### src/design/nco_params.svh
`ifndef NCO_PARAMS_SVH
`define NCO_PARAMS_SVH

// ----------------------------------------
// register offsets
// ----------------------------------------
`define OFS_CONTROL 4'h0
`define OFS_CLOCK_CTRL 4'h1
`define OFS_ACC_LOW 4'h2
`define OFS_ACC_HIGH 4'h3
`define OFS_ACC_UPPER 4'h4
`define OFS_INC_LOW 4'h5
`define OFS_INC_HIGH 4'h6
`define OFS_INC_UPPER 4'h7

// ----------------------------------------
// field positions
// ----------------------------------------
`define BIT_ENABLE 7
`define BIT_OUT_STATUS 5
`define BIT_POLARITY 4
`define BIT_PFM 0
`define PWS_MSB 7
`define PWS_LSB 5
`define CKS_MSB 2
`define CKS_LSB 0

// ----------------------------------------
// reset values and clock codes
// ----------------------------------------
`define RST_INC 20'h00001
`define RST_ACC 20'h00000
`define CKS_SYSTEM 3'h0
`define CKS_FAST_OSC 3'h1
`define CKS_LC_FIRST 3'h2
`define CKS_LC_LAST 3'h5
`define SRC_COUNT 5

`endif

### src/design/nco_pkg.sv
package nco_pkg;

    typedef struct packed {
        logic [3:0] addr;
        logic [7:0] wdata;
        logic wr;
        logic rd;
    } bus_req_t;

    typedef struct packed {
        logic [4:0] q1;
        logic [4:0] q2;
        logic [4:0] q3;
        logic [4:0] level;
        logic [4:0] rise;
        logic [4:0] fall;
    } sync_state_t;

    typedef struct packed {
        logic enable;
        logic polarity;
        logic pfm;
        logic [2:0] pws;
        logic [2:0] cks;
        logic [19:0] acc;
        logic [19:0] inc;
        logic [19:0] increment_buffer;
        logic inc_pending;
        logic out;
        logic [7:0] width_cnt;
        logic pin;
        logic [7:0] rdata;
    } nco_state_t;

endpackage

### src/design/clock_source_sync.sv
`timescale 1ns/1ps
module clock_source_sync
(
    input wire logic clk,
    input wire logic rst_n,
    input wire logic [4:0] src,
    output logic [4:0] rise,
    output logic [4:0] fall
);
    import nco_pkg::*;

    sync_state_t st;
    sync_state_t next_st;

    // ----------------------------------------
    // three-stage sampling, change accepted when stages two and three agree
    // ----------------------------------------
    always_comb
    begin
        next_st = st;
        next_st.q1 = src;
        next_st.q2 = st.q1;
        next_st.q3 = st.q2;
        for (int i = 0; i < 5; i++)
        begin
            if (st.q2[i] == st.q3[i])
            begin
                next_st.level[i] = st.q3[i];
            end
            next_st.rise[i] = (st.q2[i] == st.q3[i]) && st.q3[i] && !st.level[i];
            next_st.fall[i] = (st.q2[i] == st.q3[i]) && !st.q3[i] && st.level[i];
        end
    end

    always_ff @(posedge clk or negedge rst_n)
    begin
        if (!rst_n)
        begin
            st <= '0;
        end
        else
        begin
            st <= next_st;
        end
    end

    assign rise = st.rise;
    assign fall = st.fall;
endmodule

### src/design/numeric_oscillator.sv
`timescale 1ns/1ps
`include "nco_params.svh"
module numeric_oscillator
(
    input wire logic CLK,
    input wire logic RST_N,
    input wire nco_pkg::bus_req_t BUS,
    output logic [7:0] RDATA,
    input wire logic FAST_OSC,
    input wire logic [3:0] LC_OUT,
    output logic NCO_OUT
);
    import nco_pkg::*;

    logic [1:0] rst_pipe;
    logic rst_n;
    logic [4:0] src_rise;
    logic [4:0] src_fall;
    logic tick_rise;
    logic tick_fall;
    logic [20:0] sum;
    logic overflow;
    logic acc_written;
    nco_state_t st;
    nco_state_t next_st;

    // ----------------------------------------
    // reset release
    // ----------------------------------------
    always_ff @(posedge CLK or negedge RST_N)
    begin
        if (!RST_N)
        begin
            rst_pipe <= 2'h0;
        end
        else
        begin
            rst_pipe <= {rst_pipe[0], 1'b1};
        end
    end
    assign rst_n = rst_pipe[1];

    // ----------------------------------------
    // input clock selection
    // ----------------------------------------
    clock_source_sync u_sync
    (
        .clk(CLK),
        .rst_n(rst_n),
        .src({LC_OUT, FAST_OSC}),
        .rise(src_rise),
        .fall(src_fall)
    );

    function automatic logic pick(input logic [2:0] cks, input logic [4:0] edges);
        // system clock gives an edge every cycle; reserved codes give none
        if (cks == `CKS_SYSTEM)
        begin
            return 1'b1;
        end
        else if (cks <= `CKS_LC_LAST)
        begin
            return edges[cks - 3'h1];
        end
        else
        begin
            return 1'b0;
        end
    endfunction

    assign tick_rise = pick(st.cks, src_rise);
    assign tick_fall = pick(st.cks, src_fall);
    assign sum = {1'b0, st.acc} + {1'b0, st.increment_buffer};
    assign overflow = st.enable && tick_rise && sum[20];
    assign acc_written = BUS.wr && (BUS.addr >= `OFS_ACC_LOW) && (BUS.addr <= `OFS_ACC_UPPER);

    // ----------------------------------------
    // next state
    // ----------------------------------------
    always_comb
    begin
        next_st = st;
        // accumulator moves on the input clock, independent of bus reads
        if (st.enable && tick_rise)
        begin
            next_st.acc = sum[19:0];
        end
        if (tick_fall && st.inc_pending)
        begin
            next_st.increment_buffer = st.inc;
            next_st.inc_pending = 1'b0;
        end
        if (!st.enable)
        begin
            next_st.out = 1'b0;
            next_st.width_cnt = 8'h00;
        end
        else if (overflow && !st.pfm)
        begin
            next_st.out = !st.out;
        end
        else if (overflow)
        begin
            // a new overflow mid-pulse restarts it; software avoids that case
            next_st.out = 1'b1;
            next_st.width_cnt = 8'((9'h001 << st.pws) - 9'h001);
        end
        else if (st.pfm && tick_rise && st.out)
        begin
            if (st.width_cnt == 8'h00)
            begin
                next_st.out = 1'b0;
            end
            else
            begin
                next_st.width_cnt = st.width_cnt - 8'h01;
            end
        end
        if (BUS.wr)
        begin
            case (BUS.addr)
                `OFS_CONTROL:
                begin
                    next_st.enable = BUS.wdata[`BIT_ENABLE];
                    next_st.polarity = BUS.wdata[`BIT_POLARITY];
                    next_st.pfm = BUS.wdata[`BIT_PFM];
                end
                `OFS_CLOCK_CTRL:
                begin
                    next_st.pws = BUS.wdata[`PWS_MSB:`PWS_LSB];
                    next_st.cks = BUS.wdata[`CKS_MSB:`CKS_LSB];
                end
                `OFS_ACC_LOW: next_st.acc[7:0] = BUS.wdata;
                `OFS_ACC_HIGH: next_st.acc[15:8] = BUS.wdata;
                `OFS_ACC_UPPER: next_st.acc[19:16] = BUS.wdata[3:0];
                `OFS_INC_LOW:
                begin
                    next_st.inc[7:0] = BUS.wdata;
                    next_st.inc_pending = 1'b1;
                end
                `OFS_INC_HIGH: next_st.inc[15:8] = BUS.wdata;
                `OFS_INC_UPPER: next_st.inc[19:16] = BUS.wdata[3:0];
                default:
                begin
                end
            endcase
        end
        next_st.rdata = 8'h00;
        if (BUS.rd)
        begin
            case (BUS.addr)
                `OFS_CONTROL:
                begin
                    next_st.rdata[`BIT_ENABLE] = st.enable;
                    next_st.rdata[`BIT_OUT_STATUS] = st.out;
                    next_st.rdata[`BIT_POLARITY] = st.polarity;
                    next_st.rdata[`BIT_PFM] = st.pfm;
                end
                `OFS_CLOCK_CTRL: next_st.rdata = {st.pws, 2'h0, st.cks};
                `OFS_ACC_LOW: next_st.rdata = st.acc[7:0];
                `OFS_ACC_HIGH: next_st.rdata = st.acc[15:8];
                `OFS_ACC_UPPER: next_st.rdata = {4'h0, st.acc[19:16]};
                `OFS_INC_LOW: next_st.rdata = st.inc[7:0];
                `OFS_INC_HIGH: next_st.rdata = st.inc[15:8];
                `OFS_INC_UPPER: next_st.rdata = {4'h0, st.inc[19:16]};
                default: next_st.rdata = 8'h00;
            endcase
        end
        next_st.pin = next_st.out ^ next_st.polarity;
    end

    always_ff @(posedge CLK or negedge rst_n)
    begin
        if (!rst_n)
        begin
            st <= '0;
            st.acc <= `RST_ACC;
            st.inc <= `RST_INC;
            st.increment_buffer <= `RST_INC;
        end
        else
        begin
            st <= next_st;
        end
    end

    assign RDATA = st.rdata;
    assign NCO_OUT = st.pin;

    // ----------------------------------------
    // checks: register bus
    // ----------------------------------------
    a_upper_nibble: assert property (@(posedge CLK) disable iff (!rst_n)
        BUS.rd && BUS.addr == `OFS_ACC_UPPER |=> RDATA == {4'h0, $past(st.acc[19:16])})
        else $error("upper accumulator byte read wrong");

    a_unmapped_zero: assert property (@(posedge CLK) disable iff (!rst_n)
        BUS.rd && BUS.addr > `OFS_INC_UPPER |=> RDATA == 8'h00)
        else $error("unmapped read not zero");

    // read data stand one cycle only, so a late sample sees zero
    a_rdata_idle: assert property (@(posedge CLK) disable iff (!rst_n)
        !BUS.rd |=> RDATA == 8'h00)
        else $error("read data without read strobe");

    a_clock_read: assert property (@(posedge CLK) disable iff (!rst_n)
        BUS.rd && BUS.addr == `OFS_CLOCK_CTRL |=> RDATA[4:3] == 2'h0)
        else $error("unused clock control bits not zero");

    a_status_read: assert property (@(posedge CLK) disable iff (!rst_n)
        BUS.rd && BUS.addr == `OFS_CONTROL |=> RDATA[`BIT_OUT_STATUS] == $past(st.out))
        else $error("output status bit wrong");

    a_low_write: assert property (@(posedge CLK) disable iff (!rst_n)
        BUS.wr && BUS.addr == `OFS_ACC_LOW |=> st.acc[7:0] == $past(BUS.wdata))
        else $error("accumulator low write lost");

    a_low_read: assert property (@(posedge CLK) disable iff (!rst_n)
        BUS.rd && BUS.addr == `OFS_ACC_LOW |=> RDATA == $past(st.acc[7:0]))
        else $error("accumulator low read wrong");

    a_high_write: assert property (@(posedge CLK) disable iff (!rst_n)
        BUS.wr && BUS.addr == `OFS_ACC_HIGH |=> st.acc[15:8] == $past(BUS.wdata))
        else $error("accumulator high write lost");

    a_high_read: assert property (@(posedge CLK) disable iff (!rst_n)
        BUS.rd && BUS.addr == `OFS_ACC_HIGH |=> RDATA == $past(st.acc[15:8]))
        else $error("accumulator high read wrong");

    a_upper_write: assert property (@(posedge CLK) disable iff (!rst_n)
        BUS.wr && BUS.addr == `OFS_ACC_UPPER |=> st.acc[19:16] == $past(BUS.wdata[3:0]))
        else $error("accumulator upper write lost");

    // ----------------------------------------
    // checks: accumulator and sources
    // ----------------------------------------
    a_disabled_hold: assert property (@(posedge CLK) disable iff (!rst_n)
        !st.enable && !acc_written |=> $stable(st.acc) && !st.out)
        else $error("accumulator moved while disabled");

    a_accum_add: assert property (@(posedge CLK) disable iff (!rst_n)
        st.enable && tick_rise && !acc_written |=> st.acc == $past(sum[19:0]))
        else $error("accumulator add wrong");

    a_system_source: assert property (@(posedge CLK) disable iff (!rst_n)
        st.enable && st.cks == `CKS_SYSTEM && !acc_written |=> st.acc == $past(sum[19:0]))
        else $error("system clock source did not add");

    a_fast_source: assert property (@(posedge CLK) disable iff (!rst_n)
        st.cks == `CKS_FAST_OSC && !src_rise[0] && !acc_written |=> $stable(st.acc))
        else $error("accumulator moved without source edge");

    // reserved codes have no source, so only a bus write may move the accumulator
    a_reserved_frozen: assert property (@(posedge CLK) disable iff (!rst_n)
        st.cks > `CKS_LC_LAST && !acc_written |=> $stable(st.acc))
        else $error("accumulator moved on reserved source");

    a_inc_copy: assert property (@(posedge CLK) disable iff (!rst_n)
        st.inc_pending && tick_fall |=> st.increment_buffer == $past(st.inc))
        else $error("increment buffer not loaded");

    a_inc_hold: assert property (@(posedge CLK) disable iff (!rst_n)
        !st.inc_pending |=> $stable(st.increment_buffer))
        else $error("increment buffer changed without low write");

    a_pending_set: assert property (@(posedge CLK) disable iff (!rst_n)
        BUS.wr && BUS.addr == `OFS_INC_LOW |=> st.inc_pending)
        else $error("low increment write did not arm copy");

    // ----------------------------------------
    // checks: output
    // ----------------------------------------
    a_fdc_toggle: assert property (@(posedge CLK) disable iff (!rst_n)
        overflow && !st.pfm && !BUS.wr |=> st.out != $past(st.out))
        else $error("fixed duty output did not toggle");

    a_fdc_hold: assert property (@(posedge CLK) disable iff (!rst_n)
        st.enable && !st.pfm && !overflow && !BUS.wr |=> $stable(st.out))
        else $error("fixed duty output moved without overflow");

    a_pws_ignored: assert property (@(posedge CLK) disable iff (!rst_n)
        st.enable && !st.pfm && !BUS.wr |=> $stable(st.width_cnt))
        else $error("pulse counter used in fixed duty mode");

    a_pfm_start: assert property (@(posedge CLK) disable iff (!rst_n)
        overflow && st.pfm && !BUS.wr |=> st.out && NCO_OUT == !st.polarity)
        else $error("pulse not started on overflow");

    a_pfm_load: assert property (@(posedge CLK) disable iff (!rst_n)
        overflow && st.pfm && st.pws == 3'h6 |=> st.width_cnt == 8'h3f)
        else $error("pulse counter not loaded for 64 periods");

    a_pulse_count: assert property (@(posedge CLK) disable iff (!rst_n)
        st.pfm && st.enable && st.out && tick_rise && !overflow && st.width_cnt != 8'h00
        && !BUS.wr |=> st.width_cnt == $past(st.width_cnt) - 8'h01)
        else $error("pulse counter did not count down");

    a_pfm_end: assert property (@(posedge CLK) disable iff (!rst_n)
        st.pfm && st.enable && st.out && tick_rise && !sum[20] && st.width_cnt == 8'h00
        && !BUS.wr |=> !st.out)
        else $error("pulse longer than its width");

    a_out_disabled: assert property (@(posedge CLK) disable iff (!rst_n)
        !st.enable |=> !st.out)
        else $error("output active while disabled");
endmodule

### config.mk
export PLATFORM = sky130hd
export DESIGN_NAME = numeric_oscillator
export DESIGN_NICKNAME = d
export VERILOG_FILES = /design/src/design/nco_pkg.sv /design/src/design/clock_source_sync.sv /design/src/design/numeric_oscillator.sv
export VERILOG_INCLUDE_DIRS = /design/src /design/src/design
export SDC_FILE = /design/constraint.sdc
export NUM_CORES = 1
export LEC_CHECK = 0
export ABC_CLOCK_PERIOD_IN_PS = 4100
export BUFFER_PORTS_ARGS = -buffer_cell sky130_fd_sc_hd__buf_2
export CAP_MARGIN = 10
export CORE_UTILIZATION = 40
export DETAILED_ROUTE_END_ITERATION = 8
export GPL_TIMING_DRIVEN = 0
export PLACE_DENSITY = 0.66
export SLEW_MARGIN = 20
export SYNTH_ARGS = -nofsm -noshare
export SYNTH_HDL_FRONTEND = slang
export SYNTH_HIERARCHICAL = 1
export SYNTH_SLANG_ARGS = --single-unit
### constraint.sdc
create_clock -name CLK -period 4.1 [get_ports CLK]
set_clock_uncertainty 0.1 [all_clocks]
set_input_delay 0.615 -clock CLK [delete_from_list [all_inputs] [get_ports CLK]]
set_output_delay 0.615 -clock CLK [all_outputs]
set_load 0.05 [all_outputs]
* Word level (Yosys, flattened, before mapping)
Index checks and enable logic that the tools add are counted.
** Storage, ports and cells
- Register bits after elaboration :: 120
- Output and inout bits :: 9
- Logic and storage cells :: 130
** Operators by class
- Eq/ne operators :: 15
- Reduce and logical (&&, ||, !) cells :: 47
- Add/sub/neg operators :: 4
- Bitwise operators :: 1
- $lt $le $gt $ge :: 2
- Mux-type cells :: 34
- Shift operators :: 1
** Operators by type and width (count)
- 2-to-1 mux 8 bit :: 7
- 2-to-1 mux 48 bit :: 1
- 2-to-1 mux 9 bit :: 3
- logical AND 1 bit :: 26
- adder 20 x 20 -> 21 bit :: 1
- one-hot mux 3 bit (7 select lines) :: 1
- 2-to-1 mux 20 bit :: 1
- equality test 4 x 3 -> 1 bit, second input constant :: 4
- subtractor 8 x 1 -> 8 bit, second input constant :: 2
- zero test 1 bit :: 12
- one-hot mux 2 bit (6 select lines) :: 1
- 2-to-1 mux 1 bit :: 11
- AND reduction 2 bit :: 5
- equality test 4 x 2 -> 1 bit, second input constant :: 2
- zero test 8 bit :: 1
- 2-to-1 mux 4 bit :: 2
- one-hot mux 1 bit (8 select lines) :: 1
- << shifter 1 x 3 -> 8 bit, first input constant :: 1
- binary-select mux 1 bit (select 3 bit) :: 2
- 2-to-1 mux 6 bit :: 1
- one-hot mux 1 bit (6 select lines) :: 1
- equality test 1 bit :: 5
- one-hot mux 1 bit (5 select lines) :: 1
- equality test 4 x 1 -> 1 bit, second input constant :: 1
- 11 further kinds :: 11

* Depth between registers and ports, before layout
- Word-level depth :: 12
- Mapped depth :: 12
- Gate-level depth less buffers :: 10

* Hierarchy
The synthesis kept the hierarchy.
** By module, submodules not included
- numeric_oscillator :: area each 5517.8 um^2, instances 1, cells each 560, sequential area each 2254.7 um^2
- clock_source_sync :: area each 1126.1 um^2, instances 1, cells each 75, sequential area each 750.7 um^2

* Least setup slack after synthesis
No wires, ideal clock.
- Path type :: register to register
- From :: register, netlist name st[59]
- To :: register, netlist name st[11]
- Cell stages (with the launch flop) :: 11
- Setup slack :: 1426 ps
- Path buffers :: 0
- Period minus slack after synthesis :: 2674 ps
- Required time :: 3922 ps
- Data arrival time :: 2497 ps
- Path through :: dfrtp_1 ha_1 fa_1 a211oi_2 o21ai_1 nand4_1 nand3_1 a21oi_1 nand3_1 o32a_1 o2bb2ai_1

==> impl_metrics.tcl <==
set metrics [dict create \
    yosysMostFrequentCell "dfrtp_1" \
    synth_common_cells "118 x dfrtp_1, 57 x mux2_2, 56 x nand2_1" \
    fp.dieH_um 131 \
    switching_power_as_a_share_of_total_power 0.379 \
    critPathLaunch "st[59]$_DFF_PN0_" \
    power.ir.vdd_worst_v 0.000328 \
    worst_hold_slack_ns 0.0456 \
    synthDominantCellAreaShare 0.444 \
    number_of_buffers_created_by_cts 17 \
    placement_rows 46 \
    synth.yosys.warnings 6 \
    setup_repair_after_global_routing_missed_its_margin "false" \
    r2r_cells 10 \
    crit_path_top_delay_cell "a21oi_1" \
    syn-instance-count 635 \
    clk_pin_slew_worst_paths_ns 0.06 \
    design.die.area_sq_um 17100 \
    fraction_of_layout_instances_using_a_drive_strength_above_1 0.238 \
    track_usage 0.210 \
    status "complete, no violations" \
    multiInputGateArea_sq_um 3280 \
    avgRoutedWirePerCell_um 17.9 \
    detail_route.vias_per_cell 5.47 \
    drt_pre_antenna_iters 6 \
    min_path_type "reg -> async" \
    postSynth.topFlopCell "dfrtp_1" \
    remaining_drc_errors 0 \
    largest_net_degree_at_the_start_of_global_routing 58 \
    finalInstanceArea_sq_um 7730 \
    yosysUniqueCellTypes 63 \
    final_antenna_net_count 0 \
    kind_of_end_point_of_the_critical_path "register" \
    reg2reg_setup_slack_ns 0.73 \
    setup.worst_path.start_class "register" \
    design.core.area_sq_um 16100 \
    place_area_sq_um 7110 \
    antenna_cells_inserted 0 \
    n_fill_cell 1471 \
    synth_enable_flop_cells 0 \
    grt_pass1_vias 4964 \
    cellPowerDensity_nw_per_um2 705 \
    timing_worst_setup_path_type "reg -> reg" \
    clock_power_share 0.285 \
    p_r_area_growth_vs_syn_pct 16.4 \
    timing_max_transition_violations_final 0 \
    top_cell_type_by_total_area_after_synthesis "dfrtp_1" \
    power_frac_seq 0.328 \
    timing.critical_path.required_ns 4.35 \
    critical-path-top-delay-family "compound AO/OA/AOI/OAI gates" \
    numClockSinks 120 \
    initial_utilization 0.414 \
    min_period_over_period 0.822 \
    critical_path_peak_fanout 6 \
    critical_path_buf_inv_count 0 \
    cts-root-buf "clkbuf_16" \
    drt_iter0_drc 377 \
    timing.max_cap.violations 0 \
    place.port_buffers 27 \
    cts_max_path_buffers 2 \
    dieWidth_um 131 \
    routed-via-count 4994 \
    stdcell_count 913 \
    path_common_cell "nand3_1" \
    place_hpwl_um 12000 \
    grt_pass1_wl_um 26400 \
    final-hold-violation-count 0 \
    synth.avg_cell_area_sq_um 10.5 \
    synth-seq-cells 120 \
    clk-insertion-delay-late_ns 0.42 \
    tritoncts "yes" \
    share_comb_of_total_power 0.387 \
    crit-reg2reg-capture "st[11]$_DFFE_PN0P_" \
    sequential_cell_area_sq_um 3010 \
    cts-htree-levels 4 \
    post_cts.resized_instances 0 \
    maxSlewHeadroom 0.561 \
    globalRouteOverflowTotal 0 \
    internal_power_uw 3380 \
    postSynth.asyncResetShare 1.00 \
    yosysSeqAreaShare 0.452 \
    gpl.final_weighted_congestion 0.939 \
    setup_viol_count_final 0 \
    total_power_uw 5450 \
    static-leakage-power_uw 0.00361 \
    antenna_violations_before_repair 0 \
    min_period_ns 3.37 \
    slowest_delay_ns 0.50 \
    timing.critical_path.arrival_ns 3.61 \
    synth.cell_area_sq_um 6640 \
    max_freq_mhz 297 \
    wirelength_um 16300 \
    synth.net_count 692 \
    power.net_switching_uw 2070 \
    nNetsFinal 741 \
    tightest_slew_ns 0.659 \
    cp_cell_sequence "ha_1 > fa_1 > a211oi_2 > o21ai_1 > nand4_1 > nand3_1 > a21oi_1 > nand3_1 > o32a_1 > o2bb2ai_1" \
    crit-reg2reg-launch "st[59]$_DFF_PN0_" \
    io_pins 30 \
    number_of_cells_after_detailed_placement 880 \
    area_contributors_post_synth "dfrtp_1 44%, mux2_2 9.7%, ha_1 6.6%" \
]
==> cells by family (layout without fill, tap and decap cells) <==
| family | after synthesis | after routing | share of synthesized area |
|---|---|---|---|
| other | 1 | 1 | 0.000564 |
| DFF | 120 | 120 | 0.452 |
| buffers and inverters | 68 | 130 | 0.0537 |
| AOI/OAI and AO/OA | 138 | 138 | 0.133 |
| adders and majority gates | 36 | 36 | 0.0689 |
| muxes | 81 | 81 | 0.147 |
| and+or+nand+nor | 172 | 172 | 0.120 |
| xor gates and xnor gates | 19 | 19 | 0.0250 |
==> worst register-to-register path, cell delays in order, from the launching register on <==
cell and delay, ns:
dfrtp_1 0.41, ha_1 0.25, fa_1 0.45, a211oi_2 0.29
o21ai_1 0.19, nand4_1 0.13, nand3_1 0.15, a21oi_1 0.50
nand3_1 0.33, o32a_1 0.36, o2bb2ai_1 0.14
==> how the worst max path moves through the flow <==
stage | cells after the start | to | slack (ns)
final | 10 | st[11]$_DFFE_PN0P_ | 0.73
after detailed placement | 10 | st[11]$_DFFE_PN0P_ | 0.76
after CTS | 10 | st[11]$_DFFE_PN0P_ | 0.71
after global routing | 10 | st[11]$_DFFE_PN0P_ | 0.53
after floorplan | 0 | NCO_OUT$_DFF_PN0_ | 0.41
after global placement | 0 | st[36]$_DFFE_PN0P_ | -0.81
==> area by class of cell <==
type | instances | share of cell area
multi-input combinational | 447 | 0.424
sequential | 120 | 0.389
clock buffer | 18 | 0.0568
tap | 216 | 0.0350
buffer | 43 | 0.0340
timing repair buffer | 30 | 0.0259
clock inverter | 14 | 0.0227
inverter | 25 | 0.0121
==> stage by stage <==
stage               TNS (ns)  worst slack (ns)   util
CTS                        0             0.708  0.482
global route               0             0.525  0.482
detailed placement         0             0.759  0.443
finish                     0             0.732  0.482
floorplan                  0             0.413      -
global placement      -93.30            -0.814  0.439
==> power groups by stage <==
stage,sequential [uW],clock [uW],combinational [uW]
after floorplan,1710,0,1620
after global placement,1810,0,1980
after detailed placement,1800,0,2070
after CTS,1780,1590,2090
after global routing,1820,1650,2340
final,1790,1560,2110
==> sequential cells by signal (all words and copies together), names as in the netlist <==
| signal | cells |
|---|---|
| u_sync/rise | 5 |
| u_sync/next_st | 10 |
| RDATA | 8 |
| u_sync/fall | 5 |
| u_sync/st | 10 |
| NCO_OUT | 1 |
| st | 79 |
| rst_pipe | 2 |
==> routing by layer <==
metal / part of all wire / vias to the layer above / wire [um] / GRT usage
li1: - / 2342 / - / -
met1: 0.44 / 2466 / 7160 / 0.268
met2: 0.48 / 155 / 7850 / 0.338
met3: 0.056 / 31 / 907 / 0.0550
met4: 0.026 / 0 / 422 / 0.0865
met5: 0 / - / 0 / 0
==> repair_timing <==
action / CTS / global route
hold buffers: 1 / 0
endpoints found under the hold margin: 2 / 0
setup buffers: 0 / 0
==> layout by cell type (no fill, tap or decap), types with 3 or more instances in the layout <==
master and instances:
clkbuf_1 11, nand3_1 12, mux4_2 4, a31oi_1 4, a21o_1 8, a211oi_1 7
mux2_4 5, clkbuf_16 17, nor3_1 10, nand2b_1 3, mux2_2 57, o211ai_1 3
dfrtp_1 117, nor2_1 54, o21ai_0 36, a21oi_1 34, o21ai_1 4, a311oi_1 3
inv_8 4, a22oi_1 5, xor2_1 11, buf_6 3, buf_1 4, ha_1 35
and2_1 6, inv_6 7, o21bai_1 4, nand2_1 56, xnor2_1 8, o31ai_1 3
nor3b_1 3, mux2i_1 14, buf_4 19, a221oi_1 4, and3_1 4, o21a_1 6
inv_1 25, buf_2 33, nor2b_1 13
(Power assumes the default switching activity.)
